$ cat config.mk
export PLATFORM = sky130hd
export DESIGN_NAME = isr_status_event_regs
export DESIGN_NICKNAME = d
export VERILOG_FILES = /design/src/logic/isr_pkg.sv /design/src/logic/isr_link_if.sv /design/src/logic/isr_cmd_decode.sv /design/src/logic/isr_oper_status.sv /design/src/logic/isr_status_event_regs.sv
export VERILOG_INCLUDE_DIRS = /design/src /design/src/logic
export SDC_FILE = /design/constraint.sdc
export NUM_CORES = 1
export LEC_CHECK = 0
export BUFFER_PORTS_ARGS = -buffer_cell sky130_fd_sc_hd__buf_2
export CAP_MARGIN = 20
export CORE_MARGIN = 2
export CORE_UTILIZATION = 30
export DETAILED_ROUTE_END_ITERATION = 8
export PLACE_DENSITY_LB_ADDON = 0.15
export SYNTH_ARGS = -nofsm -noshare
export SYNTH_HDL_FRONTEND = slang
export SYNTH_HIERARCHICAL = 1
export SYNTH_SLANG_ARGS = --single-unit
$ cat constraint.sdc
create_clock -name core_clk -period 2 [get_ports core_clk]
set_input_delay 0.1 -clock core_clk [delete_from_list [all_inputs] [get_ports core_clk]]
set_output_delay 0.1 -clock core_clk [all_outputs]
set_load 0.02 [all_outputs]
$ cat src/logic/isr_regs.svh
`ifndef ISR_REGS_SVH
`define ISR_REGS_SVH

// ----------------------------------------------------------------
// Standard event bits
// ----------------------------------------------------------------
`define ISR_SE_OPC_BIT      0
`define ISR_SE_QUERY_BIT    2
`define ISR_SE_DEVICE_BIT   3
`define ISR_SE_EXEC_BIT     4
`define ISR_SE_CMD_BIT      5
`define ISR_SE_USER_BIT     6
`define ISR_SE_PON_BIT      7
`define ISR_SE_USED_MASK    8'hFD
`define ISR_SE_LATCH_RESET  8'h80
`define ISR_SE_MASK_RESET   8'h00

// ----------------------------------------------------------------
// Operation status bits
// ----------------------------------------------------------------
`define ISR_OP_CAL_BIT      0
`define ISR_OP_MEAS_BIT     4
`define ISR_OP_TRIG_BIT     5
`define ISR_OP_INIT_BIT     10
`define ISR_OP_LOW_BIT      11
`define ISR_OP_HIGH_BIT     12
`define ISR_OP_USED_MASK    16'h1C31
`define ISR_OP_COND_RESET   16'h0000
`define ISR_OP_EVT_RESET    16'h0000

// ----------------------------------------------------------------
// Command codes on the command port
// ----------------------------------------------------------------
`define ISR_CMD_ESR_QUERY   4'h1
`define ISR_CMD_MASK_WRITE  4'h2
`define ISR_CMD_MASK_QUERY  4'h3
`define ISR_CMD_OPC         4'h4
`define ISR_CMD_COND_QUERY  4'h5
`define ISR_CMD_EVT_QUERY   4'h6
`define ISR_CMD_RESET       4'h7
`define ISR_CMD_PRESET      4'h8
`define ISR_CMD_OTHER       4'h9

// ----------------------------------------------------------------
// Error queue codes
// ----------------------------------------------------------------
`define ISR_CODE_CMD_ERR    16'hFF9C

`endif

$ cat src/logic/isr_pkg.sv
package isr_pkg;

    // Decoded command strobes
    typedef struct packed {
        logic esrQuery;
        logic maskWrite;
        logic maskQuery;
        logic opc;
        logic condQuery;
        logic evtQuery;
        logic reset;
        logic preset;
        logic other;
        logic isQuery;
        logic illegal;
    } isr_dec_type;

    // Operation-complete wait states
    typedef enum logic [1:0] {
        OPC_IDLE = 2'b01,
        OPC_WAIT = 2'b10
    } isr_opc_type;

endpackage

$ cat src/logic/isr_link_if.sv
`timescale 1ns/1ps
interface isr_link_if;
    import isr_pkg::*;

    // Decoded command
    isr_dec_type dec;
    // Operation status
    logic [15:0] cond;
    logic [15:0] evt;
    logic        evtClear;
    logic        initStart;

    modport decoder (output dec);
    modport oper    (input evtClear, input initStart, output cond, output evt);
    modport core    (input dec, input cond, input evt, output evtClear, output initStart);
endinterface

$ cat src/logic/isr_cmd_decode.sv
`timescale 1ns/1ps
`include "isr_regs.svh"
module isr_cmd_decode (
    // Command port
    input  wire logic       cmdValid,
    input  wire logic [3:0] cmdOp,
    // Decoded strobes
    isr_link_if.decoder     link
);
    import isr_pkg::*;

    // Map one command code to its strobe set
    function automatic isr_dec_type decodeOp(input logic valid, input logic [3:0] op);
        isr_dec_type d;
        d = '0;
        if (valid) begin
            unique case (op)
                `ISR_CMD_ESR_QUERY:  d.esrQuery  = 1'b1;
                `ISR_CMD_MASK_WRITE: d.maskWrite = 1'b1;
                `ISR_CMD_MASK_QUERY: d.maskQuery = 1'b1;
                `ISR_CMD_OPC:        d.opc       = 1'b1;
                `ISR_CMD_COND_QUERY: d.condQuery = 1'b1;
                `ISR_CMD_EVT_QUERY:  d.evtQuery  = 1'b1;
                `ISR_CMD_RESET:      d.reset     = 1'b1;
                `ISR_CMD_PRESET:     d.preset    = 1'b1;
                `ISR_CMD_OTHER:      d.other     = 1'b1;
                default:             d.illegal   = 1'b1;
            endcase
            d.isQuery = d.esrQuery | d.maskQuery | d.condQuery | d.evtQuery;
        end
        return d;
    endfunction

    // Strobes follow the command port directly
    always_comb begin
        link.dec = decodeOp(cmdValid, cmdOp);
    end
endmodule

$ cat src/logic/isr_oper_status.sv
`timescale 1ns/1ps
`include "isr_regs.svh"
module isr_oper_status (
    // Clock and reset
    input  wire logic core_clk,
    input  wire logic resetn,
    // Sensor activity levels
    input  wire logic calibrating,
    input  wire logic measuring,
    input  wire logic waitTrigger,
    input  wire logic belowLimit,
    input  wire logic aboveLimit,
    input  wire logic sensorConnect,
    input  wire logic initDone,
    // Link to core
    isr_link_if.oper  link
);
    import isr_pkg::*;

    logic        initializing;
    logic        next_initializing;
    logic [15:0] cond;
    logic [15:0] next_cond;
    logic [15:0] evt;
    logic [15:0] next_evt;

    // Next values of the initializing flag, condition and event parts
    always_comb begin
        // Entry wins over done in the same cycle
        next_initializing = initializing;
        if (initDone) begin
            next_initializing = 1'b0;
        end
        if (sensorConnect || link.initStart) begin
            next_initializing = 1'b1;
        end
        next_cond = 16'h0000;
        next_cond[`ISR_OP_CAL_BIT]  = calibrating;
        next_cond[`ISR_OP_MEAS_BIT] = measuring;
        next_cond[`ISR_OP_TRIG_BIT] = waitTrigger;
        next_cond[`ISR_OP_INIT_BIT] = initializing;
        next_cond[`ISR_OP_LOW_BIT]  = belowLimit;
        next_cond[`ISR_OP_HIGH_BIT] = aboveLimit;
        next_cond = next_cond & `ISR_OP_USED_MASK;
        // Any edge of a condition bit is recorded; set wins over clear
        next_evt = link.evtClear ? 16'h0000 : evt;
        next_evt = next_evt | (next_cond ^ cond);
    end

    // Register the operation state; power-up starts initialization
    always_ff @(posedge core_clk or negedge resetn) begin
        if (!resetn) begin
            initializing <= 1'b1;
            cond         <= `ISR_OP_COND_RESET;
            evt          <= `ISR_OP_EVT_RESET;
        end else begin
            initializing <= next_initializing;
            cond         <= next_cond;
            evt          <= next_evt;
        end
    end

    assign link.cond = cond;
    assign link.evt  = evt;
endmodule

$ cat src/logic/isr_status_event_regs.sv
`timescale 1ns/1ps
`include "isr_regs.svh"
module isr_status_event_regs (
    // Clock and reset
    input  wire logic        core_clk,
    input  wire logic        resetn,
    // Command port from the remote controller
    input  wire logic        cmdValid,
    input  wire logic [3:0]  cmdOp,
    input  wire logic [7:0]  cmdData,
    input  wire logic        readReq,
    // Response to the remote controller
    output logic             rspPending,
    output logic             rspStrobe,
    output logic [15:0]      rspData,
    // Device events
    input  wire logic        execBusy,
    input  wire logic        deviceFault,
    input  wire logic [15:0] deviceCode,
    input  wire logic        execFault,
    input  wire logic [15:0] execCode,
    input  wire logic        manualSwitch,
    // Sensor activity levels
    input  wire logic        calibrating,
    input  wire logic        measuring,
    input  wire logic        waitTrigger,
    input  wire logic        belowLimit,
    input  wire logic        aboveLimit,
    input  wire logic        sensorConnect,
    input  wire logic        initDone,
    // Error queue push and summary
    output logic             errPush,
    output logic [15:0]      errCode,
    output logic             eventSummary,
    output logic             resetPulse
);
    import isr_pkg::*;

    // ----------------------------------------------------------------
    // Sub-blocks
    // ----------------------------------------------------------------

    isr_link_if link ();

    // Command decoder
    isr_cmd_decode u_decode (
        .cmdValid (cmdValid),
        .cmdOp    (cmdOp),
        .link     (link.decoder)
    );

    // Operation condition and event parts
    isr_oper_status u_oper (
        .core_clk      (core_clk),
        .resetn        (resetn),
        .calibrating   (calibrating),
        .measuring     (measuring),
        .waitTrigger   (waitTrigger),
        .belowLimit    (belowLimit),
        .aboveLimit    (aboveLimit),
        .sensorConnect (sensorConnect),
        .initDone      (initDone),
        .link          (link.oper)
    );

    // ----------------------------------------------------------------
    // State
    // ----------------------------------------------------------------

    logic [7:0]  eventLatch;
    logic [7:0]  next_eventLatch;
    logic [7:0]  eventMask;
    logic [7:0]  next_eventMask;
    isr_opc_type opcState;
    isr_opc_type next_opcState;
    logic        next_rspPending;
    logic        next_rspStrobe;
    logic [15:0] next_rspData;
    logic        next_errPush;
    logic [15:0] next_errCode;
    logic        next_eventSummary;
    logic        next_resetPulse;
    logic [7:0]  eventSet;
    logic        esrClear;
    logic        queryError;

    // Clear and start requests toward the operation block
    assign link.evtClear  = link.dec.evtQuery;
    assign link.initStart = link.dec.reset | link.dec.preset;

    // ----------------------------------------------------------------
    // Operation-complete tracking
    // ----------------------------------------------------------------

    // Wait for earlier commands to drain before flagging completion
    always_comb begin
        next_opcState = opcState;
        eventSet      = 8'h00;
        unique case (opcState)
            OPC_IDLE: begin
                if (link.dec.opc) begin
                    if (execBusy) begin
                        next_opcState = OPC_WAIT;
                    end else begin
                        eventSet[`ISR_SE_OPC_BIT] = 1'b1;
                    end
                end
            end
            OPC_WAIT: begin
                if (!execBusy) begin
                    eventSet[`ISR_SE_OPC_BIT] = 1'b1;
                    next_opcState = OPC_IDLE;
                end
            end
            default: begin
                next_opcState = OPC_IDLE;
            end
        endcase
        // Read with nothing pending, or new command over unread data
        queryError = (readReq && !rspPending) || (cmdValid && rspPending);
        eventSet[`ISR_SE_QUERY_BIT]  = queryError;
        eventSet[`ISR_SE_DEVICE_BIT] = deviceFault;
        eventSet[`ISR_SE_EXEC_BIT]   = execFault;
        eventSet[`ISR_SE_CMD_BIT]    = link.dec.illegal;
        eventSet[`ISR_SE_USER_BIT]   = manualSwitch;
    end

    always_ff @(posedge core_clk or negedge resetn) begin
        if (!resetn) begin
            opcState <= OPC_IDLE;
        end else begin
            opcState <= next_opcState;
        end
    end

    // ----------------------------------------------------------------
    // Standard event latch and mask
    // ----------------------------------------------------------------

    // Latch accumulates events; a query clears it but a new set survives
    always_comb begin
        esrClear        = link.dec.esrQuery;
        next_eventLatch = esrClear ? 8'h00 : eventLatch;
        next_eventLatch = (next_eventLatch | eventSet) & `ISR_SE_USED_MASK;
        next_eventMask  = eventMask;
        if (link.dec.maskWrite) begin
            next_eventMask = cmdData & `ISR_SE_USED_MASK;
        end
        next_eventSummary = |(next_eventLatch & next_eventMask);
    end

    // Power-up event is the reset value of the latch
    always_ff @(posedge core_clk or negedge resetn) begin
        if (!resetn) begin
            eventLatch   <= `ISR_SE_LATCH_RESET;
            eventMask    <= `ISR_SE_MASK_RESET;
            eventSummary <= 1'b0;
        end else begin
            eventLatch   <= next_eventLatch;
            eventMask    <= next_eventMask;
            eventSummary <= next_eventSummary;
        end
    end

    // ----------------------------------------------------------------
    // Response path
    // ----------------------------------------------------------------

    // A query loads data; a read hands it over; a new command drops it
    always_comb begin
        next_rspPending = rspPending;
        next_rspData    = rspData;
        next_rspStrobe  = 1'b0;
        if (readReq && rspPending) begin
            next_rspStrobe  = 1'b1;
            next_rspPending = 1'b0;
        end
        if (cmdValid) begin
            next_rspPending = 1'b0; // Unread data discarded
        end
        if (link.dec.esrQuery) begin
            next_rspData    = {8'h00, eventLatch};
            next_rspPending = 1'b1;
        end
        if (link.dec.maskQuery) begin
            next_rspData    = {8'h00, eventMask};
            next_rspPending = 1'b1;
        end
        if (link.dec.condQuery) begin
            next_rspData    = link.cond;
            next_rspPending = 1'b1;
        end
        if (link.dec.evtQuery) begin
            next_rspData    = link.evt;
            next_rspPending = 1'b1;
        end
    end

    always_ff @(posedge core_clk or negedge resetn) begin
        if (!resetn) begin
            rspPending <= 1'b0;
            rspStrobe  <= 1'b0;
            rspData    <= 16'h0000;
        end else begin
            rspPending <= next_rspPending;
            rspStrobe  <= next_rspStrobe;
            rspData    <= next_rspData;
        end
    end

    // ----------------------------------------------------------------
    // Error queue push
    // ----------------------------------------------------------------

    // One push per cycle: command error, then execution, then device
    always_comb begin
        next_errPush    = 1'b0;
        next_errCode    = 16'h0000;
        next_resetPulse = link.dec.reset | link.dec.preset;
        if (link.dec.illegal) begin
            next_errPush = 1'b1;
            next_errCode = `ISR_CODE_CMD_ERR;
        end else if (execFault) begin
            next_errPush = 1'b1;
            next_errCode = execCode;
        end else if (deviceFault) begin
            next_errPush = 1'b1;
            next_errCode = deviceCode;
        end
    end

    always_ff @(posedge core_clk or negedge resetn) begin
        if (!resetn) begin
            errPush    <= 1'b0;
            errCode    <= 16'h0000;
            resetPulse <= 1'b0;
        end else begin
            errPush    <= next_errPush;
            errCode    <= next_errCode;
            resetPulse <= next_resetPulse;
        end
    end
endmodule

== Yosys cells after proc, flatten, opt, wreduce, memory -nomap -nowiden ==
Index checks and enable logic that the tools add are counted.

* Bitwise logic cells: 8
* Multiplexer cells: 44
* Equal/unequal tests: 14
* Reductions and logical operators: 12

{| class="wikitable"
|+ Operator list
! kind !! count
|-
| $mux W16 || 8
|-
| $mux W1 || 28
|-
| $eq A4 B3 Y1 const B || 4
|-
| $mux W8 || 2
|-
| $or A16 B16 Y16 || 1
|-
| $xor A13 B13 Y13 || 1
|-
| $mux W11 || 1
|-
| $reduce_or A9 Y1 || 1
|-
| $and A8 B8 Y8 || 1
|-
| $eq A4 B2 Y1 const B || 2
|-
| $eq A4 B4 Y1 const B || 2
|-
| $or A8 B7 Y8 || 1
|-
| $reduce_or A8 Y1 || 1
|-
| $mux W2 || 3
|-
| $ne A2 B2 Y1 const B || 3
|-
| $reduce_bool A6 Y1 || 1
|-
| $eq A4 B1 Y1 const B || 1
|-
| $or A1 B1 Y1 || 4
|-
| $pmux W2 S2 || 1
|-
| $reduce_bool A4 Y1 || 1
|-
| $logic_and A1 B1 Y1 || 3
|-
| $reduce_and A3 Y1 || 1
|-
| $eq A2 B1 Y1 const B || 1
|-
| $eq A2 B2 Y1 const B || 1
|-
| 4 further kinds || 5
|}

* Logic and storage cells: 91
* Output and inout bits: 37
* Input bits: 59
* Register bits: 77

== Longest topological paths before layout ==
Gate-level depths: netlist of run 1.

* Depth after elaboration: 12
* Depth in mapped cells: 9
* Mapped depth without buffers: 6

== Cells and area by module ==
The synthesis of run 1 kept the hierarchy.

{| class="wikitable"
|+ Modules (own cells, without submodules)
! module !! seq. area each (um^2) !! cells each !! instances !! area an instance (um^2)
|-
| isr_status_event_regs || 1328.8 || 191 || 1 || 2279.7
|-
| isr_oper_status || 326.6 || 55 || 1 || 598.1
|-
| isr_cmd_decode || 0.0 || 23 || 1 || 136.4
|}

== Worst setup path after synthesis of run 1 ==
No wires, ideal clock.

* Kind: in2reg
* From: input port cmdOp[3]
* To: register eventSummary
* Setup slack: 0.091 ns
* Cell stages on the path: 6
* Data required time: 1.871 ns
* Path buffers: 0
* Setup time: 0.129 ns
* Data arrival time: 1.781 ns
* Cell sequence: or3b_1 -> nor2_1 -> inv_1 -> a21o_1 -> a221o_1 -> a2111o_1

{| class="wikitable"
|+ RTL lines
! what !! line !! source
|-
| start: declaration || isr_status_event_regs.sv:9 || <nowiki>input wire logic [3:0] cmdOp,</nowiki>
|-
| end signal: assignment || isr_status_event_regs.sv:161 || <nowiki>eventSummary <= next_eventSummary;</nowiki>
|-
| end: declaration || isr_status_event_regs.sv:34 || <nowiki>output logic eventSummary,</nowiki>
|}

==> key figures, run 1 <==
Status
  – Outcome: finished, final reports clean

Power
  – Logic gate share of total power: 21.3%
  – Peak supply drop: 0.369 mV
  – Switch share: 27.0%
  – Power Dens Cells: 878 mW/mm^2
  – Flop pwr share: 43.5%
  – Clock power frac: 35.1%
  – Leakage Power: 2.01 nW
  – P_sw: 0.000998 W
  – Internal: 0.00269 W

Clock network
  – CTS sink count: 66
  – CTS tree: done
  – CTS Buffer Depth: 2
  – Clk slew on worst S/H paths: 70 ps
  – Post-CTS Setup Bufs: 0
  – CTS Buf Count: 9
  – Root buf cell: clkbuf_8
  – Clk Latency, worst-skew pair: 330 ps
  – Gates resized, CTS repair: 0
  – H-Tree Depth: 3
  – Hold buffers post-CTS: 36

Timing
  – Final worst-path cycle share: 88.6%
  – Min Tclk post-route: 1770 ps
  – Slew headroom: 61.9%
  – Tightest Pin Transition: 570 ps
  – Worst hold slack: 19.6 ps
  – Final Hold Vio Count: 0
  – Fmax: 565 MHz
  – Final Skew: 7.44 ps
  – Pins over their slew limit: 0
  – # setup viols final: 0
  – RSZ-0062 raised after global routing: no

Layout
  – Post-layout net count: 468
  – Reg area: 0.00166 mm^2
  – Area occupied by multi-input gates: 0.00111 mm^2
  – N_diodes: 0
  – Share of post-route cells with drive strength above 1: 34.2%
  – Final instance area: 0.00421 mm^2
  – Layout area overhead: 41.1%
  – Most frequent cells in the layout: buf_2 (94), dfrtp_1 (63), dlygate4sd3_1 (36)
  – Final Core Density: 43.2%
  – Commonest non-fill, non-tap cell in the layout: buf_2
  – Filler Cells Inserted: 997

Setup path
  – CP top delay family: buffers and inverters
  – Worst-path cell chain: buf_2 -> buf_4 -> or4_1 -> a21boi_1 -> buf_4 -> a21oi_1 -> o21ai_0 -> dlygate4sd3_1
  – Slowest CP cell: dlygate4sd3_1
  – Slowest stage delay, CP: 560 ps
  – CP max FO: 17
  – CP Capture Type: flip-flop
  – WS Path Type: in -> reg
  – Startpoint Class: input port
  – CP Buf/Inv Count: 4
  – Critical path's most frequent cell: buf_4
  – Worst Path Arrival: 2040 ps
  – CP required: 2270 ps

Placed design
  – Dpl hpwl: 4.90 mm
  – I/O Buffers: 94
  – RePlAce Congestion: 0.714
  – Placement Cell Area: 0.00360 mm^2

Synthesis
  – Synthesized netlist cell count: 264
  – Syn Area/Cell: 11.3 um^2
  – Yosys warning count: 6
  – Post-Syn Area: 0.00298 mm^2

Global route
  – GR met1 Demand/Resource: 17.5%
  – Initial antenna violation count: 0
  – Total GRT Usage: 14.0%
  – Vias in the first global route: 2420
  – Most Crowded Layer GR: met2
  – Largest net degree at the start of global routing: 67
  – Global-route wire length before repair: 12.1 mm
  – Met2 Usage GRT: 23.4%
  – Met3 usage: 4.41%
  – Remaining Overflow, GRT: 0

Detailed routing
  – Antenna Violating Nets Remaining: 0
  – Drt pass-1 iters: 4
  – Routed wire per std cell: 13.1 um
  – Drt via density: 4.37
  – DRC viols: 0
  – Vias: 2383
  – DRT iter0 DRCs: 101
  – WL final: 7.16 mm

Floorplanning
  – I/O pins: 96
  – Initial core utilization: 30.6%
  – Die width: 104 um
  – Die height: 104 um
  – # rows: 36
  – Core area: 0.00973 mm^2
  – DIE AREA: 0.0108 mm^2

Hold path
  – Worst hold path type: in -> reg

Job
  – Max_cap viols: 0
==> worst register-to-register path: stages, from the launching register on <==
cell	delay (ps)
dfstp_2	540
inv_1	40
ha_1	210
a21oi_1	120
o32ai_1	110
a2111o_1	410
==> area by class of cell <==
cell class	count	area share (%)
clock buffer	12	3.93
clock inverter	4	1.72
inverter	18	1.61
multi-input combinational	165	26.4
sequential	66	39.3
tap	133	3.95
timing repair buffer	147	23.1
==> stage by stage <==
stage          setup WS, ps  total power, W  TNS (ps)  cells
3_3_place_gp          -83.4         0.00235     -83.4    492
5_1_grt                 165         0.00391         0    545
4_1_cts                 252         0.00376         0    544
2_1_floorplan          90.8         0.00210         0    283
3_5_place_dp           -105         0.00236      -105    492
6_report                229         0.00369         0    545
==> per-layer routing <==
metal  vias up  routed length [um]  part of all wire, %
li1       1179                   -                    -
met3        10                 331                  4.6
met4         0                 126                  1.8
met2        68                3430                   48
met5         -                   0                    0
met1      1126                3270                   46
==> path summary, 6_finish.rpt <==
path                                           from                   end  slack [ps]  cells after the start
worst max-delay path                       cmdOp[3]           errCode[14]         230                      8
worst min-delay path                  deviceCode[6]            errCode[6]          20                      3
worst max register to register          opcState[0]          eventSummary         450                      5
worst min register to register  u_oper/initializing  u_oper/link.cond[10]         420                      0
max in group asynchronous                    resetn           opcState[0]        1350                      3
min in group asynchronous                    resetn   u_oper/link.cond[5]         300                      3
==> sequential cells by signal, indices dropped and copies added, names as in the netlist <==
register,cells
errCode,16
u_oper/initializing,1
rspStrobe,1
eventSummary,1
rspPending,1
u_oper/link.evt,6
u_oper/link.cond,6
eventMask,7
rspData,16
resetPulse,1
opcState,2
eventLatch,7
errPush,1
==> power by group through the flow <==
| stage | clock (W) | sequential [W] | combinational [W] |
|---|---|---|---|
| 2_1_floorplan | 0 | 0.00176 | 0.000341 |
| 3_3_place_gp | 0 | 0.00163 | 0.000712 |
| 3_5_place_dp | 0 | 0.00164 | 0.000723 |
| 4_1_cts | 0.00134 | 0.00161 | 0.000799 |
| 5_1_grt | 0.00140 | 0.00163 | 0.000878 |
| 6_report | 0.00130 | 0.00161 | 0.000788 |
Note: power is estimated with default switching activity, not from simulation.
==> run 2: changes to the inputs <==
PLACE_DENSITY_LB_ADDON = not set   (was 0.15)
==> key figures, run 2 (synthesized netlist as in run 1, its figures left out) <==
Floorplanning
  – # rows: 36
  – Die width: 104 um
  – I/O pins: 96
  – Core area: 0.00973 mm^2
  – Die height: 104 um
  – Initial core utilization: 30.6%
  – DIE AREA: 0.0108 mm^2

Setup path
  – CP required: 2210 ps
  – Worst-path cell chain: buf_2 -> or3b_1 -> nor2_1 -> buf_4 -> mux2_4 -> o21a_1 -> a221o_1 -> a2111o_1
  – CP max FO: 4
  – Slowest CP cell: or3b_1
  – WS Path Type: in -> reg
  – Startpoint Class: input port
  – Slowest stage delay, CP: 430 ps
  – CP top delay family: compound AO/OA/AOI/OAI gates
  – Reg-to-reg slack, setup: 400 ps
  – Worst Path Arrival: 1990 ps
  – CP Capture Type: flip-flop
  – CP Buf/Inv Count: 2

Clock network
  – CTS tree: done
  – Root buf cell: clkbuf_8
  – H-Tree Depth: 3
  – CTS Buf Count: 9
  – Clk slew on worst S/H paths: 70 ps
  – CTS Buffer Depth: 2
  – Clk Latency, worst-skew pair: 340 ps
  – CTS sink count: 66
  – Post-CTS Setup Bufs: 0
  – Gates resized, CTS repair: 0

Timing
  – Tightest Pin Transition: 578 ps
  – Setup_tns: 0 ps
  – Fmax: 563 MHz
  – RSZ-0062 raised after global routing: no
  – Slew headroom: 61.4%
  – Pins over their slew limit: 0
  – Final setup margin: 223 ps
  – Final worst-path cycle share: 88.8%
  – Final Skew: 9.93 ps
  – # setup viols final: 0
  – Min Tclk post-route: 1780 ps
  – Worst hold slack: 27.1 ps
  – Final Hold Vio Count: 0

Layout
  – Largest regs: errCode: 16 flops, rspData: 16 flops
  – Commonest non-fill, non-tap cell in the layout: buf_2
  – Layout area overhead: 42.9%
  – Share of post-route cells with drive strength above 1: 33.5%
  – Post-layout net count: 474
  – Most frequent cells in the layout: buf_2 (94), dfrtp_1 (63), dlygate4sd3_1 (42)
  – N_diodes: 0
  – Final instance area: 0.00426 mm^2

Detailed routing
  – DRT iter0 DRCs: 129
  – Vias: 2429
  – Routed wire per std cell: 13.3 um
  – Antenna Violating Nets Remaining: 0
  – Drt pass-1 iters: 5
  – Drt via density: 4.41
  – WL final: 7.35 mm
  – DRC viols: 0

Power
  – Peak supply drop: 0.352 mV
  – Power Dens Cells: 888 mW/mm^2
  – Switch share: 27.1%
  – Internal: 0.00276 W
  – Logic gate share of total power: 21.1%
  – Flop pwr share: 42.7%
  – Clock power frac: 36.2%
  – Leakage Power: 2.03 nW
  – P_sw: 0.00103 W

Global route
  – GR met1 Demand/Resource: 18.1%
  – Global-route wire length before repair: 12.2 mm
  – Total GRT Usage: 14.4%
  – Met2 Usage GRT: 22.3%
  – Initial antenna violation count: 0
  – Most Crowded Layer GR: met2
  – Largest net degree at the start of global routing: 25
  – Vias in the first global route: 2482
  – Remaining Overflow, GRT: 0
  – Met3 usage: 4.53%

Placed design
  – I/O Buffers: 94
  – Worst slack, placed: -107 ps
  – RePlAce Congestion: 0.780
  – Placement Cell Area: 0.00359 mm^2
  – Dpl hpwl: 4.90 mm

Status
  – Outcome: finished, final reports clean

Hold path
  – Worst hold path type: in -> reg

Job
  – Max_cap viols: 0
## run 2: cell types whose count changed in the layout (fill, tap and decap cells not counted), sizes merged
cell,before,now
bufinv,2,3
clkbuf,12,11
dlygate4sd3,36,42
## run 2: worst paths after layout
| kind | cells past startpoint | startpoint | end |
|---|---|---|---|
| max in group asynchronous | 3 | resetn | u_oper/initializing |
| worst min-delay path | 3 | execCode[1] | errCode[1] |
| worst max-delay path | 8 | cmdOp[3] | eventSummary |
| worst max register to register | 5 | opcState[0] | eventSummary |
| worst min register to register | 0 | u_oper/initializing | u_oper/link.cond[10] |
| min in group asynchronous | 2 | resetn | rspData[5] |
## run 2: repair_timing
item / 4_1_cts / 5_1_grt
hold endpoints to repair: 55 / 1
setup endpoints to repair: 0 / 0
hold buffers: 41 / 1
## run 2: through the flow
step                      total power, W  std cells  utilization (%)
after floorplan                  0.00210        283                -
after global placement           0.00234        492             36.9
after detailed placement         0.00236        492             36.9
after CTS                        0.00384        549             43.6
after global routing             0.00401        551             43.8
final                            0.00378        551             43.8
## run 2: power by group through the flow
| stage | registers, W | logic, W | clock network, W |
|---|---|---|---|
| after floorplan | 0.00176 | 0.000341 | 0 |
| after CTS | 0.00162 | 0.000796 | 0.00142 |
| after detailed placement | 0.00164 | 0.000719 | 0 |
| after global placement | 0.00164 | 0.000701 | 0 |
| final | 0.00162 | 0.000797 | 0.00137 |
| after global routing | 0.00164 | 0.000888 | 0.00148 |
## run 2: area by class of cell
class	instances	area, um^2
Sequential cell	66	1660
Fill cell	946	5470
Multi-Input combinational cell	165	1110
Timing Repair Buffer	153	1020
Clock inverter	5	103
Inverter	18	67.6
Tap cell	133	166
Clock buffer	11	141
## run 2: metal layers
| metal | routed length (um) | part of all wire [%] |
|---|---|---|
| met3 | 460 | 6.3 |
| met2 | 3390 | 46 |
| met5 | 0 | 0 |
| met4 | 210 | 2.9 |
| met1 | 3290 | 45 |
## run 2: worst reg2reg max path: cells and delay by family (launching register included)
| kind | cells | cell delay, ps |
|---|---|---|
| flops | 1 | 550 |
| buf+inv | 1 | 50 |
| compound gates | 3 | 660 |
| fa+ha+maj | 1 | 210 |
